==> src/rtl/switch_ctrl_pkg.sv <==
/*
  Shared constants for the quad switch latch and ready control block.
  Assumes a 40 MHz system clock; times are converted to cycle counts here.
*/
package switch_ctrl_pkg;

  localparam int unsigned CHANNELS        = 4;
  localparam int unsigned CLK_HZ          = 40_000_000;
  // Oscillator that clocks the charge pumps
  localparam int unsigned PUMP_OSC_HZ     = 500_000;
  localparam int unsigned PUMP_HALF_CYC   = CLK_HZ / (2 * PUMP_OSC_HZ);
  // Soft turn-on ramp, in microseconds
  localparam int unsigned RAMP_TIME_US    = 1_000;
  localparam int unsigned RAMP_CYC        = (CLK_HZ / 1_000_000) * RAMP_TIME_US;
  // Longest ready pulse, in milliseconds; longest time rounds down
  localparam int unsigned READY_DELAY_TIME_MS = 6;
  localparam int unsigned READY_DELAY_CYC = (CLK_HZ / 1_000) * READY_DELAY_TIME_MS;
  localparam int unsigned TIMER_W         = 18;
  localparam int unsigned OSC_W           = 8;
  localparam logic [CHANNELS-1:0] LATCH_RESET = 4'h0;

endpackage

==> src/rtl/switch_ramp.sv <==
/*
  One channel's soft turn-on ramp: a counter that stands in for the charge
  pump slowly bringing the switch to full conduction.
  Assumes the enable comes from the channel latch and clk_en from the
  parent's clock enable input, so the ramp counts sys_clk cycles.
*/
`timescale 1ns/10ps
module switch_ramp #(
  parameter int unsigned RAMP_CYC = 40_000,
  parameter int unsigned W        = 18
) (
  input  wire logic sys_clk,
  input  wire logic reset,
  input  wire logic clk_en,
  input  wire logic enable,
  output logic      fully_on
);

  logic [W-1:0] ramp_q;

  // Ramp climbs while enabled, collapses at once when the latch drops
  always_ff @(posedge sys_clk) begin
    if (reset) begin
      ramp_q   <= '0;
      fully_on <= 1'b0;
    end else if (clk_en) begin
      if (!enable) begin
        ramp_q   <= '0;
        fully_on <= 1'b0;
      end else if (ramp_q >= W'(RAMP_CYC - 1)) begin
        fully_on <= 1'b1;
      end else begin
        ramp_q <= ramp_q + W'(1);
      end
    end
  end

endmodule

==> src/rtl/quad_switch_ctrl.sv <==
/*
  Control logic of a four channel power switch: request latches, soft
  turn-on ramps, shared pump oscillator with power-down, and ready timer.
  Assumes requests and the strobe are synchronous to sys_clk.
*/
`timescale 1ns/10ps
module quad_switch_ctrl
  import switch_ctrl_pkg::*;
#(
  parameter int unsigned READY_CYC = switch_ctrl_pkg::READY_DELAY_CYC,
  parameter int unsigned RAMP_LEN  = switch_ctrl_pkg::RAMP_CYC
) (
  input  wire logic                          sys_clk,
  input  wire logic                          reset,
  input  wire logic                          clk_en,
  input  wire logic                          switch_request_1,
  input  wire logic                          switch_request_2,
  input  wire logic                          switch_request_3,
  input  wire logic                          switch_request_4,
  input  wire logic                          load_n,
  output logic [switch_ctrl_pkg::CHANNELS-1:0] switch_enable_q,
  output logic [switch_ctrl_pkg::CHANNELS-1:0] switch_full_q,
  output logic                               pump_clk_q,
  output logic                               osc_power_down_q,
  output logic                               ready_n_q
);
  import switch_ctrl_pkg::*;

  typedef enum logic [0:0] {READY_IDLE, READY_WAIT} ready_state_e;

  logic [CHANNELS-1:0] request;
  logic [CHANNELS-1:0] latch_d;
  logic [CHANNELS-1:0] latch_q;
  logic [CHANNELS-1:0] rise;
  logic [CHANNELS-1:0] full_on;
  logic [1:0]          last_ch_q;
  logic [TIMER_W-1:0]  timer_q;
  logic [OSC_W-1:0]    osc_cnt_q;
  ready_state_e        state_q;

  // Lowest-numbered rising channel chosen when several rise together
  function automatic logic [1:0] first_set(input logic [CHANNELS-1:0] v);
    logic [1:0] idx;
    idx = 2'd0;
    for (int i = CHANNELS - 1; i >= 0; i--) begin
      if (v[i]) idx = 2'(i);
    end
    return idx;
  endfunction

  assign request = {switch_request_4, switch_request_3,
                    switch_request_2, switch_request_1};

  // Transparent while strobe low; the last low-cycle value is held
  // after the strobe rises, which is the capture at the rising edge
  always_comb begin
    latch_d = load_n ? latch_q : request;
  end

  assign rise = latch_d & ~latch_q;

  always_ff @(posedge sys_clk) begin
    if (reset) begin
      latch_q <= LATCH_RESET;
    end else if (clk_en) begin
      latch_q <= latch_d;
    end
  end

  // Per-channel ramps; a genvar loop keeps the four identical
  for (genvar g = 0; g < CHANNELS; g++) begin : g_ch
    switch_ramp #(
      .RAMP_CYC (RAMP_LEN),
      .W        (TIMER_W)
    ) u_ramp (
      .sys_clk  (sys_clk),
      .reset    (reset),
      .clk_en   (clk_en),
      .enable   (latch_q[g]),
      .fully_on (full_on[g])
    );
  end

  // Registered copies so every output comes from a flop
  always_ff @(posedge sys_clk) begin
    if (reset) begin
      switch_enable_q <= '0;
      switch_full_q   <= '0;
    end else if (clk_en) begin
      switch_enable_q <= latch_d;
      switch_full_q   <= full_on;
    end
  end

  // Shared pump oscillator, stopped and parked low when idle
  always_ff @(posedge sys_clk) begin
    if (reset) begin
      osc_cnt_q        <= '0;
      pump_clk_q       <= 1'b0;
      osc_power_down_q <= 1'b1;
    end else if (clk_en) begin
      osc_power_down_q <= ~|latch_d;
      if (~|latch_d) begin
        osc_cnt_q  <= '0;
        pump_clk_q <= 1'b0;
      end else if (osc_cnt_q >= OSC_W'(PUMP_HALF_CYC - 1)) begin
        osc_cnt_q  <= '0;
        pump_clk_q <= ~pump_clk_q;
      end else begin
        osc_cnt_q <= osc_cnt_q + OSC_W'(1);
      end
    end
  end

  // Ready timer: a rise restarts it; it ends when the last-risen channel
  // is fully on, or at the ceiling, whichever comes first. The ceiling
  // guards against a channel dropped mid-ramp holding ready low forever.
  always_ff @(posedge sys_clk) begin
    if (reset) begin
      state_q   <= READY_IDLE;
      timer_q   <= '0;
      last_ch_q <= 2'd0;
      ready_n_q <= 1'b1;
    end else if (clk_en) begin
      if (|rise) begin
        state_q   <= READY_WAIT;
        timer_q   <= '0;
        last_ch_q <= first_set(rise);
        ready_n_q <= 1'b0;
      end else begin
        case (state_q)
          READY_IDLE: begin
            ready_n_q <= 1'b1;
          end
          READY_WAIT: begin
            if (full_on[last_ch_q] || timer_q >= TIMER_W'(READY_CYC - 2)) begin
              state_q   <= READY_IDLE;
              ready_n_q <= 1'b1;
            end else begin
              timer_q <= timer_q + TIMER_W'(1);
            end
          end
          default: begin
            state_q   <= READY_IDLE;
            ready_n_q <= 1'b1;
          end
        endcase
      end
    end
  end

  AST_HOLD_WHILE_STROBE_HIGH:
  assert property (@(posedge sys_clk) disable iff (reset)
    (clk_en && load_n) |=> (latch_q == $past(latch_q)))
    else $error("latch changed while strobe high");

  AST_PASS_WHILE_STROBE_LOW:
  assert property (@(posedge sys_clk) disable iff (reset)
    (clk_en && !load_n) |=> (latch_q == $past(request)))
    else $error("latch did not follow request");

  AST_READY_DROPS_ON_RISE:
  assert property (@(posedge sys_clk) disable iff (reset)
    (clk_en && |rise) |=> !ready_n_q)
    else $error("ready not low after rise");

  AST_POWER_DOWN_IDLE:
  assert property (@(posedge sys_clk) disable iff (reset)
    (clk_en && latch_d == '0) |=> osc_power_down_q)
    else $error("power down missing with all latches low");

  AST_POWER_UP_ACTIVE:
  assert property (@(posedge sys_clk) disable iff (reset)
    (clk_en && latch_d != '0) |=> !osc_power_down_q)
    else $error("power down held with a latch high");

  AST_READY_END_NEEDS_FULL:
  assert property (@(posedge sys_clk) disable iff (reset)
    ($rose(ready_n_q) && $past(state_q) == READY_WAIT && $past(timer_q) < TIMER_W'(READY_CYC - 2))
      |-> $past(full_on[last_ch_q]))
    else $error("ready rose before switch fully on");

  AST_READY_BOUNDED:
  assert property (@(posedge sys_clk) disable iff (reset)
    (timer_q <= TIMER_W'(READY_CYC - 1)))
    else $error("ready pulse exceeded its ceiling");

  AST_OSC_STOPPED:
  assert property (@(posedge sys_clk) disable iff (reset)
    osc_power_down_q |-> !pump_clk_q)
    else $error("pump clock runs while powered down");

  AST_ENABLE_MATCHES_LATCH:
  assert property (@(posedge sys_clk) disable iff (reset)
    clk_en |=> (switch_enable_q == latch_q))
    else $error("switch enable differs from latch");

  AST_READY_LOW_IFF_WAITING:
  assert property (@(posedge sys_clk) disable iff (reset)
    ready_n_q == (state_q == READY_IDLE))
    else $error("ready level disagrees with timer state");

  AST_TRACKED_CHANNEL_HIGH:
  assert property (@(posedge sys_clk) disable iff (reset)
    (clk_en && |rise) |=> latch_q[last_ch_q])
    else $error("tracked channel is not the one that rose");

  AST_PUMP_HALF_PERIOD:
  assert property (@(posedge sys_clk) disable iff (reset)
    ($changed(pump_clk_q) && !osc_power_down_q)
      |-> ($past(osc_cnt_q) == OSC_W'(PUMP_HALF_CYC - 1)))
    else $error("pump clock toggled off its half period");

endmodule

==> config.mk <==
export PLATFORM = sky130hd
export DESIGN_NAME = quad_switch_ctrl
export DESIGN_NICKNAME = d
export VERILOG_FILES = /design/src/rtl/switch_ctrl_pkg.sv /design/src/rtl/switch_ramp.sv /design/src/rtl/quad_switch_ctrl.sv
export SDC_FILE = /design/constraint.sdc
export NUM_CORES = 1
export LEC_CHECK = 0
export ABC_AREA = 1
export BUFFER_PORTS_ARGS = -buffer_cell sky130_fd_sc_hd__buf_2
export CAP_MARGIN = 15
export CORE_MARGIN = 8
export CORE_UTILIZATION = 55
export DETAILED_ROUTE_END_ITERATION = 8
export MAX_ROUTING_LAYER = met4
export PLACE_DENSITY = 0.72
export SLEW_MARGIN = 0
export SYNTH_ARGS = -nofsm -noshare
export SYNTH_HDL_FRONTEND = slang
export SYNTH_SLANG_ARGS = --single-unit
==> constraint.sdc <==
create_clock -name sys_clk -period 2.3 [get_ports sys_clk]
set_input_delay 0.69 -clock sys_clk [delete_from_list [all_inputs] [get_ports sys_clk]]
set_output_delay 0.69 -clock sys_clk [all_outputs]
set_load 0.005 [all_outputs]
# Word-level counts from Yosys, hierarchy flattened
# Index checks and enable logic that the tools add are counted.
# op_classes
add_sub_neg	6
magnitude_cmp	7
eq_ne	11
muxes	36
n_bitwise	4
reduce_logical	17
# op_table
cell	n
$mux W18	11
$add A18 B1 Y18 const B	5
$ge A18 B16 Y1 const B	4
$reduce_and A2 Y1	11
$ge A18 B18 Y1 const B	1
$mux W1	16
$mux W8	2
$ne A2 B1 Y1 const B	5
$ne A2 B2 Y1 const B	5
$add A8 B1 Y8 const B	1
$ge A8 B6 Y1 const B	1
$mux W2	4
$reduce_or A4 Y1	2
$and A4 B4 Y4	1
$mux W4	1
$not A4 Y4	1
$lt A2 B3 Y1 const B	1
$ne A3 B1 Y1 const B	1
$reduce_and A3 Y1	1
$bmux W1 S2	1
$not A1 Y1	2
$pmux W1 S2	1
$reduce_bool A2 Y1	1
$logic_not A1 Y1	1
$logic_or A1 B1 Y1	1
# totals
ff_bits	116
in_bits	8
output_inout_bits	11
elab_cells	98

# Logic depth before layout (Yosys ltp)
# Gate-level depths: netlist of the first run.
# depth
depth_word	6
mapped_depth	12

# Hierarchy
# Synthesis of the first run repeated with hierarchy kept, for this count alone.
# unflattened
cells_unflattened	1145
hier_area_um2	7235.7
# modules_own_cells
module	instances	cells_each	area_each_um2
switch_ramp	4	198	1217.4
quad_switch_ctrl	1	353	2366.0

# Least setup slack after synthesis of the first run
# No wires, ideal clock.
# synth_timing
kind	in2reg
start	input port load_n
end	register timer_q[11]
t_arrival_ps	1676
slack_ps	512
stages	11
n_path_buf	1
path_cell_list	buf_4 -> nor2_1 -> nand2_1 -> nand2_1 -> nor2_4 -> nor2_4 -> inv_4 -> nand2_4 -> inv_2 -> nor2_1 -> nor2_1
# synth_via
elab_chain_cells	5
word_cells_on_any_way	7
# synth_lines
element	line	source
from (decl)	quad_switch_ctrl.sv:20	input wire logic load_n,
$mux W4 *	quad_switch_ctrl.sv:57	latch_d = load_n ? latch_q : request;
$and A4 B4 Y4 *	quad_switch_ctrl.sv:60	assign rise = latch_d & ~latch_q;
$reduce_or A4 Y1 *	quad_switch_ctrl.sv:125	if (|rise) begin
$ne A2 B2 Y1 (no source line) / $reduce_bool A2 Y1 (equally long branches)	-	
$reduce_and A3 Y1 (no source line)	-	
to (signal assigned)	quad_switch_ctrl.sv:140	timer_q <= timer_q + TIMER_W'(1);
to (decl)	quad_switch_ctrl.sv:37	logic [TIMER_W-1:0] timer_q;
# Every way passes the cells marked *; elsewhere a longest branch is shown, timed or not.
# A chain may end at the register's enable or synchronous reset.

# Worst setup path in the final report of the first run
# layout_timing
start	register timer_q[0]
end	register timer_q[10]
# layout_via
elab_chain_cells	4
word_cells_on_any_way	8
# layout_lines
element	line	source
$add A18 B1 Y18 / $ge A18 B18 Y1 (equally long branches)	quad_switch_ctrl.sv:140, quad_switch_ctrl.sv:136	
$mux W18 / $logic_or A1 B1 Y1 (equally long branches)	quad_switch_ctrl.sv:136	if (full_on[last_ch_q] || timer_q >= TIMER_W'(READY_CYC - 2)) begin
$mux W18 / $ne A2 B2 Y1 (equally long branches)	-	
$mux W18 / $reduce_and A3 Y1 (equally long branches)	-	
# Parallel ways exist; a longest one is shown, timed or not. The select of a mux whose other input is x is not followed.

==> results of run 1 <==
-- synthesized netlist by cell type (6+ instances only) --
master                     instances  area (sq um)
sky130_fd_sc_hd__a21oi_1          91           455
sky130_fd_sc_hd__buf_4             8          60.1
sky130_fd_sc_hd__buf_6             9           101
sky130_fd_sc_hd__clkbuf_1         17          63.8
sky130_fd_sc_hd__dfxtp_1         116          2320
sky130_fd_sc_hd__ha_1              7          87.6
sky130_fd_sc_hd__inv_1            82           308
sky130_fd_sc_hd__inv_2             7          26.3
sky130_fd_sc_hd__nand2_1         250           938
sky130_fd_sc_hd__nand2_2          10          62.6
sky130_fd_sc_hd__nand3_1         115           576
sky130_fd_sc_hd__nand4_1          16           100
sky130_fd_sc_hd__nor2_1          178           668
sky130_fd_sc_hd__nor3_1           21           105
sky130_fd_sc_hd__nor3b_2           6          75.1
sky130_fd_sc_hd__o21ai_0          14          70.1
sky130_fd_sc_hd__xnor2_1           7          61.3
sky130_fd_sc_hd__xor2_1           39           342
-- critical path, stage by stage (launching register included) --
cell,delay (ns)
sky130_fd_sc_hd__dfxtp_1,0.39
sky130_fd_sc_hd__inv_1,0.14
sky130_fd_sc_hd__ha_1,0.21
sky130_fd_sc_hd__or2_0,0.19
sky130_fd_sc_hd__nand3_1,0.08
sky130_fd_sc_hd__nand2_1,0.06
sky130_fd_sc_hd__nand2_2,0.11
sky130_fd_sc_hd__nand3_4,0.24
sky130_fd_sc_hd__nand2_4,0.19
sky130_fd_sc_hd__inv_2,0.09
sky130_fd_sc_hd__nor2_1,0.09
sky130_fd_sc_hd__nor2_1,0.05
-- cell usage in the layout, fill, tap and decap left out, drive strengths merged, types with 2 or more instances in the layout --
master / instances
nand3: 121
nor3: 25
nand2: 264
xor2: 39
nand3b: 3
nor2: 185
clkinvlp: 2
ha: 7
bufinv: 4
a21oi: 92
nor3b: 9
clkbuf: 21
clkinv: 7
nand4: 16
a21boi: 4
buf: 29
dfxtp: 116
o21ai: 16
o211ai: 5
inv: 90
xnor2: 7
-- area by class of cell --
type | instances | area [sq um] | area share
Tap cell | 172 | 215 | 0.0281
Sequential cell | 116 | 2320 | 0.303
Clock inverter | 10 | 155 | 0.0202
Inverter | 93 | 352 | 0.0459
Multi-Input combinational cell | 798 | 3960 | 0.517
Timing Repair Buffer | 29 | 198 | 0.0258
Clock buffer | 21 | 460 | 0.0601
-- metal layers --
layer / part of all wire / GRT usage / wire length, um / vias to the layer above
met3: 0.035 / 0.0507 / 550 / 31
met4: 0.019 / 0.0804 / 296 / 0
met5: 0 / - / 0 / -
li1: - / - / - / 3390
met1: 0.47 / 0.244 / 7340 / 2947
met2: 0.48 / 0.354 / 7590 / 105
-- registers in the layout, indices dropped and copies added, names as in the netlist --
name / flops
last_ch_q: 2
switch_full_q: 4
state_q: 1
ready_n_q: 1
g_ch.u_ramp.ramp_q: 72
switch_enable_q: 4
timer_q: 18
pump_clk_q: 1
osc_power_down_q: 1
g_ch.u_ramp.fully_on: 4
osc_cnt_q: 8
-- power by group through the flow --
stage,Clock (mW),Combinational (mW),Sequential [mW]
floorplan,0,0.313,2.13
global placement,0,0.388,2.14
detailed placement,0,0.393,2.14
CTS,2.81,0.396,2.10
global route,2.90,0.447,2.10
finish,2.76,0.394,2.10
-- worst paths after layout --
path / from / end / slack [ns] / cells after the start
min reg2reg: osc_cnt_q[6] / osc_cnt_q[6] / 0.45 / 2
min: osc_cnt_q[6] / osc_cnt_q[6] / 0.45 / 2
max reg2reg: timer_q[0] / timer_q[10] / 0.35 / 11
max: timer_q[0] / timer_q[10] / 0.35 / 11
-- logic make-up after synthesis --
kind of cell,synth area share
AOI/OAI and AO/OA,0.0928
xor gates and xnor gates,0.0586
and+or+nand+nor,0.412
adders and majority gates,0.0127
DFF,0.338
buffers and inverters,0.0862
==> reports/summary.log, run 1 <==
INFO  placed_design  place_area=7050squm
INFO  timing         timing.final.setup_violations=0
INFO  power_and_ir_drop combPwrFrac=0.075
INFO  detailed_routing mean_number_of_vias_per_cell=5.22
INFO  cts            post-cts-setup-buffers=0
INFO  critical_path  worstPathArrival=2.26ns
INFO  detailed_routing dr_total_vias=6473
INFO  power_and_ir_drop cellInternalPower=4.02mW
INFO  synth          syn_area_per_cell=6.58squm
INFO  cts            clk_buf_depth=2
INFO  timing         fmaxAchievable=514MHz
INFO  timing         finalWorstPathRequiredPeriod=1.95ns
INFO  power_and_ir_drop max-vdd-ir-drop=0.000590V
INFO  placed_design  buffer_ports.inserted=18
INFO  critical_path  path_class=flip-flop to flip-flop
INFO  timing         setup_slack=0.354ns
INFO  power_and_ir_drop swShare=0.235
INFO  synth          synth_edf_count=0
INFO  floorplanning  boundaryPins=19
INFO  placed_design  numPlacedInstances=1208
INFO  cts            cts_repair_resized_insts=0
INFO  cts            htree_levels=4
INFO  detailed_routing dr.first_iter.drc_count=433
INFO  floorplanning  die_w=128um
INFO  power_and_ir_drop share_of_total_power_in_the_clock_network=0.526
INFO  min_path       worst_hold_path_type=flip-flop to flip-flop
INFO  grt            grt_pass1_wl=27900um
INFO  placed_design  place_ws=0.233ns
INFO  synth          flops_latches_synth=116
INFO  timing         timing.final.crit_share=0.846
INFO  floorplanning  die_h=128um
INFO  finish         n_fill_cell=1194
INFO  detailed_routing final_antenna_net_count=0
INFO  floorplanning  initial_core_utilization=0.554
INFO  cts            cts_buf_count=17
INFO  floorplanning  fp-row-count=41
INFO  cts            cts.clk_slew.worst_paths=0.05ns
INFO  floorplanning  core-area=12400squm
INFO  finish         fin_nets=1070
INFO  cts            clock_root_cell=sky130_fd_sc_hd__clkbuf_16
INFO  synth          synthesis.nets=1060
INFO  timing         max_slew.worst_pin.slew=0.469ns
INFO  detailed_routing drt-wirelength-per-cell=12.7um
INFO  finish         stdcell_area=7660squm
INFO  timing         final-max-slew-violation-count=0
INFO  grt            grt_use_total=0.213
INFO  power_and_ir_drop seq_power_share=0.399
INFO  grt            vias_in_the_first_global_route=6256
INFO  synth          synth_seq_area_share=0.338
INFO  timing         setup_repair_after_global_routing_missed_its_margin=false
INFO  cts            cts_num_sinks=116
INFO  finish         post_layout_instance_count_excluding_filler_cells=1239
INFO  timing         final-hold-violation-count=0
INFO  placed_design  place.gp.congestion=0.906
INFO  detailed_routing drc_errors=0
INFO  placed_design  post-dp-hpwl=10700um
INFO  run            drv_cap=0
INFO  critical_path  cp.required=2.61ns
INFO  critical_path  highest_fanout_seen_on_the_critical_path=19
INFO  power_and_ir_drop power-per-cell-area=685nW/um^2
INFO  critical_path  critical_path.startpoint_type=flip-flop
INFO  detailed_routing first_pass_iters=5
INFO  power_and_ir_drop power=5.25mW
INFO  synth          post_synth_num_cell_types=42
INFO  timing         final.setup_skew=0.00623ns
INFO  finish         post_route_cells_drive_above_1_share=0.0984
INFO  synth          postSynth.asyncResetShare=0
INFO  synth          yosys_warnings=0
INFO  grt            grt-ovfl-total=0
INFO  cts            holdBufCountCts=0
INFO  detailed_routing finalWirelength=15800um
INFO  critical_path  critPathCaptureType=flip-flop
INFO  synth          postSynth.topFlopCell=sky130_fd_sc_hd__dfxtp_1
INFO  finish         antennaDiodeCount=0
INFO  cts            worst_skew_late_latency=0.41ns
INFO  timing         worst_slew_margin_rel=0.685
INFO  status         run_status=completed
INFO  timing         timing.setup.tns=0ns
INFO  timing         timing.hold.ws=0.452ns
INFO  power_and_ir_drop p_leak=2.79nW
INFO  finish         syn_to_final_growth=11.4%
INFO  synth          mappedNetlistArea=6880squm
INFO  floorplanning  floorplan.die_area=16300squm
INFO  power_and_ir_drop net_switching_power=1.23mW
INFO  grt            antenna_found_initial=0
INFO  finish         finished_core_util=0.617
INFO  cts            cts_tree=built
INFO  synth          netlist_instances=1045
INFO  grt            largest_net_degree_at_the_start_of_global_routing=73
(Power assumes the default switching activity.)
==> run 2, diff against run 1 <==
--- a/config.mk
+++ b/config.mk
@@ -12,7 +12,7 @@
 export CORE_UTILIZATION = 55
 export DETAILED_ROUTE_END_ITERATION = 8
 export MAX_ROUTING_LAYER = met4
-export PLACE_DENSITY = 0.72
+export PLACE_DENSITY = 0.74
 export SLEW_MARGIN = 0
 export SYNTH_ARGS = -nofsm -noshare
 export SYNTH_HDL_FRONTEND = slang
==> constraint.sdc (replaced) <==
create_clock -name sys_clk -period 1.64 [get_ports sys_clk]
set_input_delay 0.492 -clock sys_clk [delete_from_list [all_inputs] [get_ports sys_clk]]
set_output_delay 0.492 -clock sys_clk [all_outputs]
set_load 0.005 [all_outputs]
==> run 2 against run 1 <==
  * The flow now finishes with violations (setup timing)
  * Combinational power grew 94%
  * Flip-flop and latch count is the same
  * Via count grew 4.1%
  * Die area is the same
  * Maximum frequency grew 12%
  * Count of clock-buffer cells in the layout grew 2
  * Global-route usage grew 0.36 points
  * Clock power grew 25%
  * Final cell count grew 4.8%
  * Critical path type unchanged
  * Largest power group unchanged
==> reports/summary.log, run 2 (synthesis results as in run 1) <==
INFO  placed_design  post-dp-hpwl=11400um
INFO  finish         final_common_cell=sky130_fd_sc_hd__nand2_1
INFO  grt            grt_pass1_wl=28500um
INFO  detailed_routing mean_number_of_vias_per_cell=5.19
INFO  finish         antennaDiodeCount=0
INFO  detailed_routing drt-wirelength-per-cell=12.8um
INFO  critical_path  worstPathArrival=2.08ns
INFO  placed_design  buffer_ports.inserted=18
INFO  floorplanning  initial_core_utilization=0.554
INFO  finish         stdcell_area=8360squm
INFO  finish         fin_nets=1129
INFO  timing         max_slew.worst_pin.slew=0.415ns
INFO  critical_path  critPathCaptureType=flip-flop
INFO  grt            antenna_found_initial=0
INFO  grt            grt-ovfl-total=0
INFO  detailed_routing dr.first_iter.drc_count=520
INFO  grt            grt_use_total=0.216
INFO  critical_path  timing.reg2reg.setup_slack=-0.09ns
INFO  timing         final-max-slew-violation-count=0
INFO  cts            cts.clk_slew.worst_paths=0.05ns
INFO  floorplanning  die_h=128um
INFO  timing         finalWorstPathRequiredPeriod=1.73ns
INFO  finish         largestRegisters=g_ch.u_ramp.ramp_q (72), timer_q (18), osc_cnt_q (8)
INFO  power_and_ir_drop max-vdd-ir-drop=0.000649V
INFO  grt            vias_in_the_first_global_route=6399
INFO  floorplanning  boundaryPins=19
INFO  critical_path  highest_fanout_seen_on_the_critical_path=7
INFO  status         run_status=complete, but fails checks
INFO  timing         final.setup_skew=0.00640ns
INFO  power_and_ir_drop p_leak=3.13nW
INFO  critical_path  critical_path.startpoint_type=flip-flop
INFO  timing         final-hold-violation-count=0
INFO  finish         register_with_the_most_flip_flops=g_ch.u_ramp.ramp_q
INFO  timing         worst_slew_margin_rel=0.721
INFO  placed_design  place.gp.congestion=0.921
INFO  finish         post_route_cells_drive_above_1_share=0.187
INFO  status         violations=setup timing
INFO  critical_path  cp.required=1.99ns
INFO  min_path       worst_hold_path_type=flip-flop to flip-flop
INFO  power_and_ir_drop power-per-cell-area=854nW/um^2
INFO  timing         timing.final.crit_share=1.06
INFO  detailed_routing first_pass_iters=7
INFO  cts            clock_root_cell=sky130_fd_sc_hd__clkbuf_16
INFO  grt            largest_net_degree_at_the_start_of_global_routing=73
INFO  cts            cts_buf_count=17
INFO  detailed_routing drc_errors=0
INFO  finish         largest_register_ff_count=72
INFO  finish         final_cell_mix=sky130_fd_sc_hd__nand2_1 (242), sky130_fd_sc_hd__nor2_1 (169), sky130_fd_sc_hd__dfxtp_1 (109), sky130_fd_sc_hd__nand3_1 (108), sky130_fd_sc_hd__a21oi_1 (84)
INFO  floorplanning  die_w=128um
INFO  cts            cts_num_sinks=116
INFO  cts            htree_levels=4
INFO  floorplanning  fp-row-count=41
INFO  floorplanning  core-area=12400squm
INFO  run            drv_cap=0
INFO  detailed_routing dr_total_vias=6738
INFO  critical_path  path_class=flip-flop to flip-flop
INFO  cts            clk_buf_depth=2
INFO  finish         syn_to_final_growth=21.5%
INFO  timing         timing.final.setup_violations=17
INFO  placed_design  place_area=7520squm
INFO  timing         fmaxAchievable=577MHz
INFO  placed_design  place_ws=-0.124ns
INFO  detailed_routing finalWirelength=16700um
INFO  timing         setup_repair_after_global_routing_missed_its_margin=true
INFO  timing         setup_slack=-0.0918ns
INFO  cts            cts_tree=built
INFO  floorplanning  floorplan.die_area=16300squm
INFO  detailed_routing final_antenna_net_count=0
INFO  cts            worst_skew_late_latency=0.42ns
run 2: critical path, stage by stage, from the launching register on:
cell,delay [ns]
sky130_fd_sc_hd__dfxtp_2,0.33
sky130_fd_sc_hd__inv_2,0.05
sky130_fd_sc_hd__ha_4,0.14
sky130_fd_sc_hd__or2_0,0.22
sky130_fd_sc_hd__nand3_1,0.10
sky130_fd_sc_hd__nand2_1,0.08
sky130_fd_sc_hd__nand2_2,0.11
sky130_fd_sc_hd__nand3_4,0.19
sky130_fd_sc_hd__buf_12,0.22
sky130_fd_sc_hd__clkinv_8,0.05
sky130_fd_sc_hd__nand2_2,0.04
sky130_fd_sc_hd__a21oi_2,0.12
run 2: path summary, 6_finish.rpt:
| check | cells after the start | from | endpoint |
|---|---|---|---|
| setup reg to reg | 11 | timer_q[0] | timer_q[5] |
| hold reg to reg | 2 | osc_cnt_q[7] | osc_cnt_q[7] |
| hold / removal | 2 | osc_cnt_q[7] | osc_cnt_q[7] |
| setup / recovery | 11 | timer_q[0] | timer_q[5] |
run 2: cell type report:
| type | instances | area (sq um) |
|---|---|---|
| Timing Repair Buffer | 87 | 727 |
| Clock buffer | 23 | 468 |
| Inverter | 93 | 372 |
| Multi-Input combinational cell | 799 | 4160 |
| Clock inverter | 9 | 80.1 |
| Sequential cell | 116 | 2330 |
| Tap cell | 172 | 215 |
| Fill cell | 1119 | 4060 |
run 2: stage by stage:
step | hold WS, ns | instances | power, mW | utilization | TNS (ns)
2_1_floorplan | 0.419 | 1045 | 3.42 | - | 0
3_3_place_gp | 0.427 | 1263 | 3.67 | 0.606 | -0.557
3_5_place_dp | 0.427 | 1263 | 3.68 | 0.606 | -1.63
4_1_cts | 0.437 | 1297 | 7.14 | 0.660 | -0.0895
5_1_grt | 0.467 | 1299 | 7.42 | 0.673 | -2.85
6_report | 0.433 | 1299 | 7.14 | 0.673 | -0.992
run 2: layer usage:
metal | vias up | track usage | wire (um)
met5 | - | - | 0
met4 | 0 | 0.0650 | 178
met3 | 17 | 0.0512 | 643
met2 | 108 | 0.367 | 8210
met1 | 3095 | 0.248 | 7630
li1 | 3518 | - | -
run 2: what timing repair did:
| action | CTS | global route |
|---|---|---|
| gates resized for setup | 22 | 46 |
| hold buffers | 0 | 0 |
| gates cloned | 1 | 1 |
| setup buffers | 1 | 1 |
| pin swaps | 10 | 8 |
| endpoints found under the setup margin | 6 | 56 |
run 2: report_power, final:
group,internal [mW],switching (mW),leakage [nW],total [mW]
registers,2.88,0.0551,0.943,2.93
logic,0.295,0.470,1.93,0.765
clock network,2.15,1.30,0.259,3.44
==> run 3, diff against run 2 <==
--- a/config.mk
+++ b/config.mk
@@ -16,4 +16,5 @@
 export SLEW_MARGIN = 0
 export SYNTH_ARGS = -nofsm -noshare
 export SYNTH_HDL_FRONTEND = slang
+export SYNTH_HIERARCHICAL = 1
 export SYNTH_SLANG_ARGS = --single-unit
==> run 3 against run 2 <==
  * The flow now finishes without violations
  * Flip-flop and latch count stayed put
  * First-iteration DRC count rose by 8.7%
  * Power up 3.4%
  * Final cell count up 9.7%
  * Sequential power about the same
  * Via count rose by 11%
  * Critical endpoint is now timer_q[4]
  * Largest cell class unchanged
==> reports/summary.log, run 3 <==
INFO  cts            cts_tree=built
INFO  timing         final-max-slew-violation-count=0
INFO  grt            antenna_found_initial=0
INFO  timing         setup_repair_after_global_routing_missed_its_margin=true
INFO  floorplanning  initial_core_utilization=0.555
INFO  placed_design  post-dp-hpwl=12800um
INFO  finish         n_fill_cell=1180
INFO  timing         timing.setup.tns=0ns
INFO  synth          netlist_instances=1145
INFO  floorplanning  die_h=131um
INFO  floorplanning  floorplan.die_area=17100squm
INFO  finish         post_layout_instance_count_excluding_filler_cells=1425
INFO  power_and_ir_drop max-vdd-ir-drop=0.000713V
INFO  critical_path  cp_slowest_stage_delay=0.34ns
INFO  detailed_routing wl_met1=8600um
INFO  synth          flops_latches_synth=116
INFO  synth          mappedNetlistArea=7240squm
INFO  finish         fin_nets=1251
INFO  min_path       worst_hold_path_type=flip-flop to flip-flop
INFO  finish         syn_to_final_growth=22.7%
INFO  synth          postSynth.asyncResetShare=0
INFO  finish         finished_core_util=0.681
INFO  finish         final_cell_mix=sky130_fd_sc_hd__nand2_1 (280), sky130_fd_sc_hd__nor2_1 (192), sky130_fd_sc_hd__inv_1 (117), sky130_fd_sc_hd__dfxtp_1 (110), sky130_fd_sc_hd__nand3_1 (109)
INFO  synth          synth_commonest_cells=sky130_fd_sc_hd__nand2_1 (287), sky130_fd_sc_hd__nor2_1 (206), sky130_fd_sc_hd__inv_1 (118), sky130_fd_sc_hd__dfxtp_1 (116), sky130_fd_sc_hd__nand3_1 (110)
INFO  finish         post_route_cells_drive_above_1_share=0.197
INFO  timing         finalWorstPathRequiredPeriod=1.63ns
INFO  grt            grt_pass1_wl=30600um
INFO  placed_design  buffer_ports.inserted=18
INFO  detailed_routing first_pass_iters=5
INFO  timing         worst_slew_margin_rel=0.754
INFO  timing         timing.final.setup_violations=0
INFO  floorplanning  core-area=13000squm
INFO  critical_path  critPathCaptureType=flip-flop
INFO  timing         final-hold-violation-count=0
INFO  critical_path  path_class=flip-flop to flip-flop
INFO  cts            holdBufCountCts=0
INFO  power_and_ir_drop cellInternalPower=5.53mW
INFO  detailed_routing drc_errors=0
INFO  floorplanning  fp-row-count=42
INFO  critical_path  critical_path.top_delay_family=simple AND/OR/NAND/NOR gates
INFO  finish         register_with_the_most_flip_flops=g_ch.u_ramp/ramp_q
INFO  cts            worst_skew_late_latency=0.42ns
INFO  power_and_ir_drop p_leak=3.38nW
INFO  synth          syn_area_per_cell=6.32squm
INFO  critical_path  timing.critical_path.cells=inv_2, ha_2, or2_4, nand3_4, nor2_4, nand2_2, nand3_4, nand2_8, buf_12, nand2_4, a21oi_2
INFO  synth          yosys_warnings=6
INFO  grt            grt-ovfl-total=0
INFO  detailed_routing drt-wirelength-per-cell=13.1um
INFO  synth          yosys-top-cells-area=sky130_fd_sc_hd__dfxtp_1 (32%), sky130_fd_sc_hd__nand2_1 (15%), sky130_fd_sc_hd__nor2_1 (11%)
INFO  synth          yosys.area.top_type=sky130_fd_sc_hd__dfxtp_1
INFO  finish         stdcell_area=8880squm
INFO  cts            cts_num_sinks=116
INFO  placed_design  place_area=7920squm
INFO  cts            cts_buf_count=17
INFO  detailed_routing dr_total_vias=7494
INFO  critical_path  crit_buf_inv=2
INFO  timing         timing.final.crit_share=0.992
INFO  critical_path  critPathSlowestCell=sky130_fd_sc_hd__dfxtp_2
INFO  cts            htree_levels=4
INFO  power_and_ir_drop share_of_total_power_in_the_clock_network=0.494
INFO  power_and_ir_drop seq_power_share=0.397
INFO  synth          postSynth.topFlopCell=sky130_fd_sc_hd__dfxtp_1
INFO  synth          synth_edf_count=0
INFO  cts            clock_root_cell=sky130_fd_sc_hd__clkbuf_16
INFO  synth          synth_seq_area_share=0.321
INFO  synth          netlist.area_leader.share=0.321
INFO  synth          synthesis.nets=1160
INFO  critical_path  cp_common_cell=sky130_fd_sc_hd__nand3_4
INFO  power_and_ir_drop net_switching_power=1.86mW
INFO  detailed_routing top_layer=met4
INFO  floorplanning  die_w=131um
INFO  run            drv_cap=0
INFO  power_and_ir_drop combPwrFrac=0.109
INFO  synth          post_synth_num_cell_types=37
INFO  finish         antennaDiodeCount=0
INFO  power_and_ir_drop swShare=0.251
INFO  detailed_routing dr.first_iter.drc_count=565
INFO  detailed_routing detailroute.wirelength.met2=8850um
INFO  finish         largestRegisters=g_ch.u_ramp/ramp_q (72), timer_q (18), osc_cnt_q (8)
INFO  grt            vias_in_the_first_global_route=6617
INFO  power_and_ir_drop power-per-cell-area=832nW/um^2
INFO  timing         max_slew.worst_pin.slew=0.368ns
INFO  cts            cts.clk_slew.worst_paths=0.05ns
INFO  detailed_routing wl_met3=1000um
INFO  detailed_routing mean_number_of_vias_per_cell=5.26
INFO  finish         final_common_cell=sky130_fd_sc_hd__nand2_1
INFO  critical_path  worstPathArrival=1.98ns
INFO  floorplanning  boundaryPins=19
INFO  grt            grt_use_total=0.228
INFO  critical_path  highest_fanout_seen_on_the_critical_path=7
INFO  placed_design  numPlacedInstances=1379
INFO  timing         final.setup_skew=0.00657ns
INFO  status         run_status=completed
INFO  finish         largest_register_ff_count=72
INFO  critical_path  cp.required=1.99ns
INFO  critical_path  critical_path.startpoint_type=flip-flop
INFO  grt            largest_net_degree_at_the_start_of_global_routing=34
INFO  cts            clk_buf_depth=2
INFO  timing         fmaxAchievable=615MHz
INFO  synth          yosys.cell_count.top_type=sky130_fd_sc_hd__nand2_1
INFO  detailed_routing final_antenna_net_count=0
INFO  placed_design  place.gp.congestion=0.917
INFO  detailed_routing finalWirelength=18700um
[run 3: cell types whose count changed after synthesis, sizes merged, moves of 2 or more]
cell,before,now
nand2,264,313
inv,90,126
nor2,185,215
nand4,16,33
xor2,39,22
nand3,121,116
nor3,25,20
a21boi,4,0
clkinv,3,0
o21a,1,4
clkbuf,17,15
o21ai,16,18
[run 3: final cells by class]
class / instances / area [sq um] / share of cell area
clock inverters: 9 / 103 / 0.0116
inverters: 126 / 475 / 0.0536
repair buffers: 105 / 863 / 0.0972
well taps: 176 / 220 / 0.0248
flip-flops and latches: 116 / 2330 / 0.262
multi-input cells: 870 / 4410 / 0.497
clock buffers: 23 / 478 / 0.0538
[run 3: kinds of logic (layout without fill, tap and decap cells)]
logic type,after synthesis,count (layout),synth area share
DFF,116,116,0.321
AOI/OAI and AO/OA,123,123,0.0937
and+or+nand+nor,710,712,0.441
buffers and inverters,161,263,0.0979
adders and majority gates,7,7,0.0121
xor gates and xnor gates,28,28,0.0339
[run 3: repair_timing]
action | CTS | global route
pin swaps | 0 | 14
resized for setup | 3 | 62
buffers inserted | 0 | 10
cloned | 0 | 4
setup endpoints to repair | 8 | 88
[run 3: final timing paths]
kind	start	cells past startpoint	end	slack, ns
max	timer_q[0]	11	timer_q[4]	0.01
min	osc_cnt_q[7]	2	osc_cnt_q[7]	0.44
max reg2reg	timer_q[0]	11	timer_q[4]	0.01
min reg2reg	osc_cnt_q[7]	2	osc_cnt_q[7]	0.44
[run 3: power groups by stage]
| stage | combinational (mW) | sequential (mW) | clock (mW) |
|---|---|---|---|
| floorplan | 0.444 | 2.99 | 0 |
| global placement | 0.693 | 2.99 | 0 |
| detailed placement | 0.702 | 2.99 | 0 |
| CTS | 0.719 | 2.93 | 3.68 |
| global route | 0.884 | 2.94 | 3.82 |
| finish | 0.804 | 2.93 | 3.65 |
[run 3: metrics by stage]
stage               setup WS [ns]  hold WS [ns]  power [mW]
floorplan                  0.0138         0.419        3.43
global placement           -0.168         0.426        3.68
detailed placement         -0.197         0.431        3.69
CTS                      0.000869         0.440        7.33
global route              -0.0645         0.468        7.64
finish                     0.0132         0.442        7.38
[run 3: tightest hold or removal path: cells and delay by family (launching register included)]
family	cells	cell delay, ns
flops	1	0.31
simple gates	2	0.09
[run 3: per-layer routing]
metal / GRT usage / up-vias
met4: 0.0641 / 0
met1: 0.289 / 3424
met3: 0.0479 / 20
met5: - / -
met2: 0.361 / 181
li1: - / 3869
